### config.mk
export PLATFORM = sky130hd
export DESIGN_NAME = gdc_diag
export DESIGN_NICKNAME = d
export VERILOG_FILES = /design/src/hdl/gdc_pkg.sv /design/src/hdl/gdc_code_prio.sv /design/src/hdl/gdc_diag.sv /design/src/hdl/gdc_plaus_check.sv
export SDC_FILE = /design/constraint.sdc
export NUM_CORES = 1
export LEC_CHECK = 0
export ABC_AREA = 1
export BUFFER_PORTS_ARGS = -buffer_cell sky130_fd_sc_hd__buf_2
export CORE_ASPECT_RATIO = 1.4
export CORE_MARGIN = 8
export CORE_UTILIZATION = 52
export CTS_BUF_LIST = sky130_fd_sc_hd__clkbuf_8 sky130_fd_sc_hd__clkbuf_16
export CTS_CLUSTER_DIAMETER = 40
export DETAILED_ROUTE_END_ITERATION = 7
export HOLD_SLACK_MARGIN = 0.03
export PLACE_DENSITY = 0.95
export SLEW_MARGIN = 30
export SYNTH_ARGS = -nofsm -noshare
export SYNTH_HDL_FRONTEND = slang
export SYNTH_SLANG_ARGS = --single-unit
### constraint.sdc
create_clock -name clk -period 4.5 [get_ports clk]
set_input_delay 0.9 -clock clk [delete_from_list [all_inputs] [get_ports clk]]
set_output_delay 0.9 -clock clk [all_outputs]
set_load 0.02 [all_outputs]
### src/hdl/gdc_pkg.sv
// gdc_pkg: diagnosis codes, command and status bit positions, process data carriers
// assumes one synchronous clock domain shared by every user of the package
package gdc_pkg;

    // diagnosis code values
    localparam logic [15:0] GDC_CODE_READY = 16'h0000;
    localparam logic [15:0] GDC_CODE_MOTOR_OFF = 16'h0001;
    localparam logic [15:0] GDC_CODE_SUPPLY = 16'h0100;
    localparam logic [15:0] GDC_CODE_TEMP_HIGH = 16'h0101;
    localparam logic [15:0] GDC_CODE_TEMP_LOW = 16'h0102;
    localparam logic [15:0] GDC_CODE_TASK_CHECK = 16'h0206;
    localparam logic [15:0] GDC_CODE_CMD_BAD = 16'h0300;
    localparam logic [15:0] GDC_CODE_POS_BAD = 16'h0301;
    localparam logic [15:0] GDC_CODE_FORCE_BAD = 16'h0302;
    localparam logic [15:0] GDC_CODE_SPEED_BAD = 16'h0303;
    localparam logic [15:0] GDC_CODE_WINDOW_BAD = 16'h0304;
    localparam logic [15:0] GDC_CODE_NOT_REF = 16'h0305;

    // bit positions in the command and state words
    localparam int GDC_CMD_TRANSFER_BIT = 0;
    localparam int GDC_STATE_READY_BIT = 0;
    localparam int GDC_STATE_ACK_BIT = 12;

    // reset values
    localparam logic [15:0] GDC_CODE_RESET = GDC_CODE_CMD_BAD;
    localparam logic [15:0] GDC_STATE_RESET = 16'h0000;

    // process data written by the host
    typedef struct packed {
        logic [15:0] outer_jaw_position;
        logic [15:0] inner_jaw_position;
        logic [7:0] clamp_force_setting;
        logic [7:0] travel_speed_setting;
        logic [15:0] target_window_width;
    } gdc_pdata_t;

    // drive and supply health seen by the product
    typedef struct packed {
        logic motor_on;
        logic supply_ok;
        logic safe_torque_off_input;
        logic referenced;
    } gdc_health_t;

    // plausibility failures of one transfer
    typedef struct packed {
        logic pos_bad;
        logic force_bad;
        logic speed_bad;
        logic window_bad;
    } gdc_plaus_t;

    // every fault source, highest priority first
    typedef struct packed {
        logic supply;
        logic motor_off;
        logic temp_high;
        logic temp_low;
        logic cmd_bad;
        logic task_check;
        gdc_plaus_t plaus;
        logic not_ref;
    } gdc_fault_t;

    // handshake states
    typedef enum logic [0:0] {
        GDC_HS_IDLE,
        GDC_HS_ACK
    } gdc_hs_t;

endpackage

### src/hdl/gdc_code_prio.sv
// gdc_code_prio: fixed priority selection of one diagnosis code
// assumes the fault vector is ordered highest priority first
module gdc_code_prio (
    input wire gdc_pkg::gdc_fault_t faults,
    output logic [15:0] code
);
    import gdc_pkg::*;

    // first active source wins, otherwise ready
    always_comb begin
        if (faults.supply) code = GDC_CODE_SUPPLY;
        else if (faults.motor_off) code = GDC_CODE_MOTOR_OFF;
        else if (faults.temp_high) code = GDC_CODE_TEMP_HIGH;
        else if (faults.temp_low) code = GDC_CODE_TEMP_LOW;
        else if (faults.cmd_bad) code = GDC_CODE_CMD_BAD;
        else if (faults.task_check) code = GDC_CODE_TASK_CHECK;
        else if (faults.plaus.pos_bad) code = GDC_CODE_POS_BAD;
        else if (faults.plaus.force_bad) code = GDC_CODE_FORCE_BAD;
        else if (faults.plaus.speed_bad) code = GDC_CODE_SPEED_BAD;
        else if (faults.plaus.window_bad) code = GDC_CODE_WINDOW_BAD;
        else if (faults.not_ref) code = GDC_CODE_NOT_REF;
        else code = GDC_CODE_READY;
    end

endmodule

### src/hdl/gdc_diag.sv
// gdc_diag: diagnosis code, transfer handshake and parameter adoption of the gripper
// assumes all inputs are synchronous to clk and the host drives one command word
//
// Operation
// - no fault and ready gives code zero
// - motor controller off gives motor-off code
// - supply missing or torque-off open gives supply code
// - temperature above limit gives over-temperature code
// - temperature below limit gives under-temperature code
// - failed task check blocks task, reports code
// - several command bits set gives invalid-command code
// - invalid-command code after restart until handshake of a valid transfer
// - implausible jaw positions give position code
// - implausible force gives force code
// - implausible speed gives speed code
// - implausible tolerance gives tolerance code
// - rejected data leave accepted parameters unchanged
// - acknowledge bit 12, host clears, device clears
// - unreferenced measuring system gives not-referenced code
module gdc_diag #(
    parameter logic signed [15:0] TEMP_HIGH = 16'sh0050,
    parameter logic signed [15:0] TEMP_LOW = 16'sh0005,
    parameter logic [15:0] POS_MAX = 16'hffff,
    parameter logic [7:0] FORCE_MIN = 8'h01,
    parameter logic [7:0] FORCE_MAX = 8'h64,
    parameter logic [7:0] SPEED_MIN = 8'h01,
    parameter logic [7:0] SPEED_MAX = 8'h64,
    parameter logic [15:0] WINDOW_MAX = 16'h03e8
) (
    input wire logic clk,
    input wire logic rst,
    input wire logic [15:0] host_command_word,
    input wire gdc_pkg::gdc_pdata_t host_pdata,
    input wire gdc_pkg::gdc_health_t health,
    input wire logic signed [15:0] measured_temp,
    input wire logic motion_request,
    input wire logic task_check_fail,
    output logic [15:0] diag_code_r,
    output logic [15:0] product_state_word_r,
    output gdc_pkg::gdc_pdata_t active_pdata_r,
    output logic motion_start_r
);
    import gdc_pkg::*;

    gdc_hs_t hs_r;
    gdc_plaus_t plaus_now;
    gdc_plaus_t plaus_r;
    gdc_fault_t faults;
    logic [15:0] code_nxt;
    logic cmd_one_hot;
    logic cmd_multi;
    logic hs_take;
    logic hs_done;
    logic init_pend_r;
    logic last_ok_r;
    logic task_err_r;
    logic transfer_req;

    // command word decoding
    assign cmd_one_hot = (host_command_word != 16'h0000) &&
                         ((host_command_word & (host_command_word - 16'h0001)) == 16'h0000);
    assign cmd_multi = (host_command_word != 16'h0000) && !cmd_one_hot;
    assign transfer_req = host_command_word[GDC_CMD_TRANSFER_BIT];
    assign hs_take = (hs_r == GDC_HS_IDLE) && cmd_one_hot;
    assign hs_done = (hs_r == GDC_HS_ACK) && (host_command_word == 16'h0000);

    gdc_plaus_check #(
        .POS_MAX(POS_MAX),
        .FORCE_MIN(FORCE_MIN),
        .FORCE_MAX(FORCE_MAX),
        .SPEED_MIN(SPEED_MIN),
        .SPEED_MAX(SPEED_MAX),
        .WINDOW_MAX(WINDOW_MAX)
    ) u_plaus (
        .pdata(host_pdata),
        .flags(plaus_now)
    );

    // handshake state machine: acknowledge, wait for cleared command, complete
    always_ff @(posedge clk) begin
        if (rst) begin
            hs_r <= GDC_HS_IDLE;
        end else begin
            unique case (hs_r)
                GDC_HS_IDLE: begin
                    if (hs_take) hs_r <= GDC_HS_ACK;
                end
                GDC_HS_ACK: begin
                    if (hs_done) hs_r <= GDC_HS_IDLE;
                end
            endcase
        end
    end

    // plausibility result latched per transfer and held until the next one
    always_ff @(posedge clk) begin
        if (rst) begin
            plaus_r <= '0;
            last_ok_r <= 1'b0;
        end else if (hs_take && transfer_req) begin
            plaus_r <= plaus_now;
            last_ok_r <= (plaus_now == '0);
        end
    end

    // adopt process data only when every check passes
    always_ff @(posedge clk) begin
        if (rst) begin
            active_pdata_r <= '0;
        end else if (hs_take && transfer_req && (plaus_now == '0)) begin
            active_pdata_r <= host_pdata;
        end
    end

    // restart state held until a valid transfer completes its handshake
    always_ff @(posedge clk) begin
        if (rst) begin
            init_pend_r <= 1'b1;
        end else if (hs_done && last_ok_r) begin
            init_pend_r <= 1'b0;
        end
    end

    // task check failure is sticky until a handshake completes; a new failure wins
    always_ff @(posedge clk) begin
        if (rst) begin
            task_err_r <= 1'b0;
        end else if (motion_request && task_check_fail) begin
            task_err_r <= 1'b1;
        end else if (hs_done) begin
            task_err_r <= 1'b0;
        end
    end

    // motion starts only on a clean check with no reported fault
    always_ff @(posedge clk) begin
        if (rst) begin
            motion_start_r <= 1'b0;
        end else begin
            motion_start_r <= motion_request && !task_check_fail &&
                              (diag_code_r == GDC_CODE_READY);
        end
    end

    // gather live and held fault sources
    always_comb begin
        faults.supply = !health.supply_ok || !health.safe_torque_off_input;
        faults.motor_off = !health.motor_on;
        faults.temp_high = measured_temp > TEMP_HIGH;
        faults.temp_low = measured_temp < TEMP_LOW;
        faults.cmd_bad = cmd_multi || init_pend_r;
        faults.task_check = task_err_r;
        faults.plaus = plaus_r;
        faults.not_ref = !health.referenced;
    end

    gdc_code_prio u_prio (
        .faults(faults),
        .code(code_nxt)
    );

    // diagnosis code follows the conditions one cycle later
    always_ff @(posedge clk) begin
        if (rst) begin
            diag_code_r <= GDC_CODE_RESET;
        end else begin
            diag_code_r <= code_nxt;
        end
    end

    // state word: ready flag and transfer acknowledge
    always_ff @(posedge clk) begin
        if (rst) begin
            product_state_word_r <= GDC_STATE_RESET;
        end else begin
            product_state_word_r <= 16'h0000;
            product_state_word_r[GDC_STATE_READY_BIT] <= (code_nxt == GDC_CODE_READY);
            product_state_word_r[GDC_STATE_ACK_BIT] <= hs_take ||
                                                      ((hs_r == GDC_HS_ACK) && !hs_done);
        end
    end

    // assertions

    property p_ready_zero;
        @(posedge clk) disable iff (rst)
        (faults == '0) |=> (diag_code_r == GDC_CODE_READY);
    endproperty
    a_ready_zero: assert property (p_ready_zero)
        else $error("code not zero with no fault");

    property p_motor_off;
        @(posedge clk) disable iff (rst)
        (!health.motor_on && health.supply_ok && health.safe_torque_off_input)
            |=> (diag_code_r == GDC_CODE_MOTOR_OFF);
    endproperty
    a_motor_off: assert property (p_motor_off)
        else $error("motor off not reported");

    property p_supply;
        @(posedge clk) disable iff (rst)
        (!health.safe_torque_off_input || !health.supply_ok) |=> (diag_code_r == GDC_CODE_SUPPLY);
    endproperty
    a_supply: assert property (p_supply)
        else $error("supply fault not reported");

    property p_temp_high;
        @(posedge clk) disable iff (rst)
        (measured_temp > TEMP_HIGH && health.motor_on && health.supply_ok &&
         health.safe_torque_off_input) |=> (diag_code_r == GDC_CODE_TEMP_HIGH);
    endproperty
    a_temp_high: assert property (p_temp_high)
        else $error("over temperature not reported");

    property p_temp_low;
        @(posedge clk) disable iff (rst)
        (measured_temp < TEMP_LOW && health.motor_on && health.supply_ok &&
         health.safe_torque_off_input) |=> (diag_code_r == GDC_CODE_TEMP_LOW);
    endproperty
    a_temp_low: assert property (p_temp_low)
        else $error("under temperature not reported");

    property p_task_block;
        @(posedge clk) disable iff (rst)
        (motion_request && task_check_fail) |=> !motion_start_r ##1
            (task_err_r || $past(hs_done));
    endproperty
    a_task_block: assert property (p_task_block)
        else $error("failed task started or not flagged");

    property p_cmd_multi;
        @(posedge clk) disable iff (rst)
        (cmd_multi && !faults.supply && !faults.motor_off && !faults.temp_high &&
         !faults.temp_low) |=> (diag_code_r == GDC_CODE_CMD_BAD);
    endproperty
    a_cmd_multi: assert property (p_cmd_multi)
        else $error("multi bit command not reported");

    property p_init_hold;
        @(posedge clk) disable iff (rst)
        (init_pend_r && !(hs_done && last_ok_r)) |=> init_pend_r;
    endproperty
    a_init_hold: assert property (p_init_hold)
        else $error("restart state left without handshake");

    property p_keep_params;
        @(posedge clk) disable iff (rst)
        (hs_take && plaus_now != '0) |=> $stable(active_pdata_r);
    endproperty
    a_keep_params: assert property (p_keep_params)
        else $error("rejected data adopted");

    property p_ack_cycle;
        @(posedge clk) disable iff (rst)
        hs_take |=> product_state_word_r[GDC_STATE_ACK_BIT] && (hs_r == GDC_HS_ACK);
    endproperty
    a_ack_cycle: assert property (p_ack_cycle)
        else $error("acknowledge not raised");

    property p_ack_clear;
        @(posedge clk) disable iff (rst)
        hs_done |=> !product_state_word_r[GDC_STATE_ACK_BIT] && (hs_r == GDC_HS_IDLE);
    endproperty
    a_ack_clear: assert property (p_ack_clear)
        else $error("acknowledge not cleared on completion");

    property p_not_ref;
        @(posedge clk) disable iff (rst)
        (faults.not_ref && !faults.supply && !faults.motor_off && !faults.temp_high &&
         !faults.temp_low && !faults.cmd_bad && !faults.task_check && (faults.plaus == '0))
            |=> (diag_code_r == GDC_CODE_NOT_REF);
    endproperty
    a_not_ref: assert property (p_not_ref)
        else $error("not referenced code lost");

    property p_prio_pos;
        @(posedge clk) disable iff (rst)
        (plaus_r.pos_bad && (faults.supply || faults.motor_off)) |=>
            (diag_code_r != GDC_CODE_POS_BAD);
    endproperty
    a_prio_pos: assert property (p_prio_pos)
        else $error("plausibility code outranked supply or motor");

    // ready flag of the state word always agrees with the reported code
    property p_ready_bit;
        @(posedge clk) disable iff (rst)
        product_state_word_r[GDC_STATE_READY_BIT] == (diag_code_r == GDC_CODE_READY);
    endproperty
    a_ready_bit: assert property (p_ready_bit)
        else $error("ready flag disagrees with code");

    // held position failure is reported when nothing outranks it
    property p_pos_code;
        @(posedge clk) disable iff (rst)
        (plaus_r.pos_bad && !faults.supply && !faults.motor_off && !faults.temp_high &&
         !faults.temp_low && !faults.cmd_bad && !faults.task_check)
            |=> (diag_code_r == GDC_CODE_POS_BAD);
    endproperty
    a_pos_code: assert property (p_pos_code)
        else $error("position code not reported");

    // held tolerance failure is reported when it is the only data fault
    property p_window_code;
        @(posedge clk) disable iff (rst)
        (plaus_r.window_bad && !plaus_r.pos_bad && !plaus_r.force_bad &&
         !plaus_r.speed_bad && !faults.supply && !faults.motor_off && !faults.temp_high &&
         !faults.temp_low && !faults.cmd_bad && !faults.task_check)
            |=> (diag_code_r == GDC_CODE_WINDOW_BAD);
    endproperty
    a_window_code: assert property (p_window_code)
        else $error("tolerance code not reported");

    // acknowledge stands while the host still shows its request
    property p_ack_hold;
        @(posedge clk) disable iff (rst)
        ((hs_r == GDC_HS_ACK) && (host_command_word != 16'h0000)) |=>
            product_state_word_r[GDC_STATE_ACK_BIT];
    endproperty
    a_ack_hold: assert property (p_ack_hold)
        else $error("acknowledge dropped before completion");

endmodule

### src/hdl/gdc_plaus_check.sv
// gdc_plaus_check: combinational plausibility test of one set of process data
// assumes the limits are static while a transfer is evaluated
module gdc_plaus_check #(
    parameter logic [15:0] POS_MAX = 16'hffff,
    parameter logic [7:0] FORCE_MIN = 8'h01,
    parameter logic [7:0] FORCE_MAX = 8'h64,
    parameter logic [7:0] SPEED_MIN = 8'h01,
    parameter logic [7:0] SPEED_MAX = 8'h64,
    parameter logic [15:0] WINDOW_MAX = 16'h03e8
) (
    input wire gdc_pkg::gdc_pdata_t pdata,
    output gdc_pkg::gdc_plaus_t flags
);
    import gdc_pkg::*;

    // outer jaw must lie below the inner one and inside the stroke
    assign flags.pos_bad = (pdata.outer_jaw_position >= pdata.inner_jaw_position) ||
                           (pdata.inner_jaw_position > POS_MAX);
    // force and speed inside their percentage band
    assign flags.force_bad = (pdata.clamp_force_setting < FORCE_MIN) ||
                             (pdata.clamp_force_setting > FORCE_MAX);
    assign flags.speed_bad = (pdata.travel_speed_setting < SPEED_MIN) ||
                             (pdata.travel_speed_setting > SPEED_MAX);
    // tolerance acts both ways, so it is bounded by one limit
    assign flags.window_bad = pdata.target_window_width > WINDOW_MAX;

endmodule

==> results.py <==
metrics = {
    "status": {
        "status": "finished, final reports clean",
    },
    "place": {
        "post-dp-hpwl_um": 10300,
        "io_buffers": 175,
        "place_area_mm2": 0.00533,
        "place_congestion": 0.904,
        "pre_cts_ws_ns": 1.22,
    },
    "sta": {
        "max_freq_mhz": 333,
        "setup-violations-final": 0,
        "fin_tns_setup_ns": 0,
        "rsz0062_at_grt": "false",
        "finalHoldViolations": 0,
        "whs_ns": 0.414,
        "finalWorstSetupSlack_ns": 1.50,
        "report.final.slew_viol_count": 0,
        "fin_crit_ns": 3.00,
        "worst_slew_pin_slew_ns": 0.700,
        "clock_skew_ns": 0.00537,
        "fin_crit_sh_pct": 66.8,
        "relSlewSlack_pct": 53.3,
    },
    "synth": {
        "postSynthAreaPerCell_um2": 6.42,
        "netlist_instances": 705,
        "synth_cell_type_count": 27,
        "synthTopCellsByArea": "dfxtp_1 35%, nor2_1 14%, nand2_1 11%, nand4_1 8.4%, inv_1 8.2%",
        "synth_top_cell_by_area": "dfxtp_1",
        "ys_seq_elements": 79,
        "syn_area_mm2": 0.00452,
        "seq_area_frac_synth_pct": 35.0,
        "yosysWarningCount": 0,
        "yosys.area.top_type_share_pct": 35.0,
    },
    "routing": {
        "drt_first_pass_iters": 6,
        "wl_um": 13500,
        "drc_errors": 0,
        "first_iter_violations": 279,
        "ant_nets": 0,
        "via_count": 4901,
        "vias_per_cell": 5.05,
        "wire_per_inst_um": 13.9,
    },
    "cts": {
        "clock-root-buffer": "clkbuf_16",
        "insertion_delay_ns": 0.33,
        "cts_setup_buffers": 0,
        "cts_tree": "yes",
        "cts_resized": 0,
        "cts.sinks": 79,
        "cts_inserted_buffers": 9,
        "clkTransAtPathRegs_ns": 0.06,
        "clk_path_buf_depth": 2,
        "htreeDepth": 3,
        "postCtsHoldBufs": 0,
    },
    "floorplan": {
        "die_h_um": 126,
        "start_util_pct": 53.2,
        "core_area_mm2": 0.00851,
        "die_area_mm2": 0.0120,
        "die_w_um": 94.8,
        "io_pins": 201,
        "rows": 40,
    },
    "setup_path": {
        "path_max_fanout": 34,
        "end_kind": "register",
        "worstPathArrival_ns": 3.23,
        "worst-setup-path-type": "in2reg",
        "crit_required_ns": 4.73,
        "start_kind": "input port",
    },
    "finish": {
        "fin_nets": 982,
        "antennaDiodeCount": 0,
        "syn_to_final_growth_pct": 25.0,
        "drive_gt1_share_pct": 24.0,
        "num-fill-cells": 749,
        "stdcell_area_mm2": 0.00566,
    },
    "global_routing": {
        "grtUsageTotal_pct": 22.2,
        "grt-ovfl-total": 0,
        "grt_pass1_vias": 4764,
        "antenna_found_initial": 0,
        "grt_pass1_wl_um": 21600,
        "grt_max_degree": 71,
    },
    "pwr": {
        "total_power_mw": 1.71,
        "ir_worst_vdd_mv": 0.205,
        "leakage_nw": 3.12,
        "p_per_area_mw_per_mm2": 303,
    },
    "worst_hold_path": {
        "holdCritPathClass": "reg2reg",
    },
    "flow_run": {
        "cap_violations": 0,
    },
}
==> routing by layer <==
metal | global-route usage (%) | vias to the layer above | part of all wire [%]
met5 | 0 | - | 0
met4 | 10.1 | 0 | 3.4
met3 | 5.79 | 37 | 9.4
met2 | 40.4 | 225 | 52
met1 | 22.8 | 2151 | 35
li1 | - | 2488 | -
==> path summary, 6_finish.rpt <==
path                                  start                               to  slack [ns]  depth (start not counted)
setup / recovery       host_command_word[1]  active_pdata_r[17]$_SDFFE_PP0P_        1.50                         14
hold / removal    diag_code_r[0]$_SDFF_PP0_        motion_start_r$_SDFF_PP0_        0.41                          1
setup reg to reg            hs_r$_SDFF_PP0_  active_pdata_r[17]$_SDFFE_PP0P_        2.53                          7
hold reg to reg   diag_code_r[0]$_SDFF_PP0_        motion_start_r$_SDFF_PP0_        0.41                          1
==> cell usage after synthesis <==
cell	number
buf_6	5
inv_2	2
nand2_1	131
clkbuf_1	7
a31oi_1	1
o21a_1	1
buf_4	26
dfxtp_1	79
nand3_1	33
nor4_1	2
buf_2	11
or4_1	1
o21ai_1	3
nand2_2	1
conb_1	1
nand3b_1	1
nor2_2	3
nor3_1	11
or2_2	2
a21oi_1	20
nor2_1	167
inv_1	99
buf_1	9
o21ai_0	9
nand4_1	61
ha_1	16
nor2_4	3
==> cell families after synthesis <==
logic type / share of synthesized area (%)
compound gates: 3.84
fa+ha+maj: 4.42
buf+inv: 16.5
flops: 35.0
other cells: 0.0829
simple gates: 40.2
==> metrics by stage <==
step           cells  utilization (%)
3_5_place_dp     956             62.6
6_report         971             66.5
3_3_place_gp     956             62.6
4_1_cts          971             66.5
2_1_floorplan    729                -
5_1_grt          971             66.5
==> final cells by class <==
type                    count  area, um2  share of cell area (%)
clock buffers              12        267                    4.71
inverters                 101        382                    6.75
flip-flops and latches     79       1580                    28.0
clock inverters             3       65.1                    1.15
multi-input cells         491       2300                    40.7
repair buffers            180        926                    16.4
well taps                 105        131                    2.32
==> worst max-delay path, stage by stage <==
cell	delay [ns]
buf_2	0.12
nor2_4	0.15
nand2_1	0.11
nor2_1	0.15
nand2_1	0.08
nand2_1	0.08
nand3_1	0.08
nor2_1	0.14
nand3_1	0.14
nor2_4	0.50
buf_4	0.44
nand4_1	0.17
nand2_1	0.09
nor2_1	0.04
==> report_power, final <==
group          switching [mW]  internal [mW]
Sequential            0.00112          0.702
Clock                   0.271          0.527
Combinational           0.140         0.0733
==> placed cells by master (no fill, tap or decap), types with 9 or more instances in the layout <==
cell type / count
nand4_1: 61
a21oi_1: 20
inv_1: 98
conb_1: 25
ha_1: 16
o21ai_0: 9
buf_2: 175
dfxtp_1: 79
nor3_1: 11
nor2_1: 166
nand2_1: 131
clkbuf_16: 9
nand3_1: 33
==> registers in the layout, indices dropped and copies added (netlist names) <==
| name | count |
|---|---|
| motion_start_r | 1 |
| init_pend_r | 1 |
| faults | 4 |
| diag_code_r | 5 |
| last_ok_r | 1 |
| product_state_word_r | 1 |
| hs_r | 1 |
| task_err_r | 1 |
| active_pdata_r | 64 |
No activity file was read; power rests on OpenSTA's default activity.
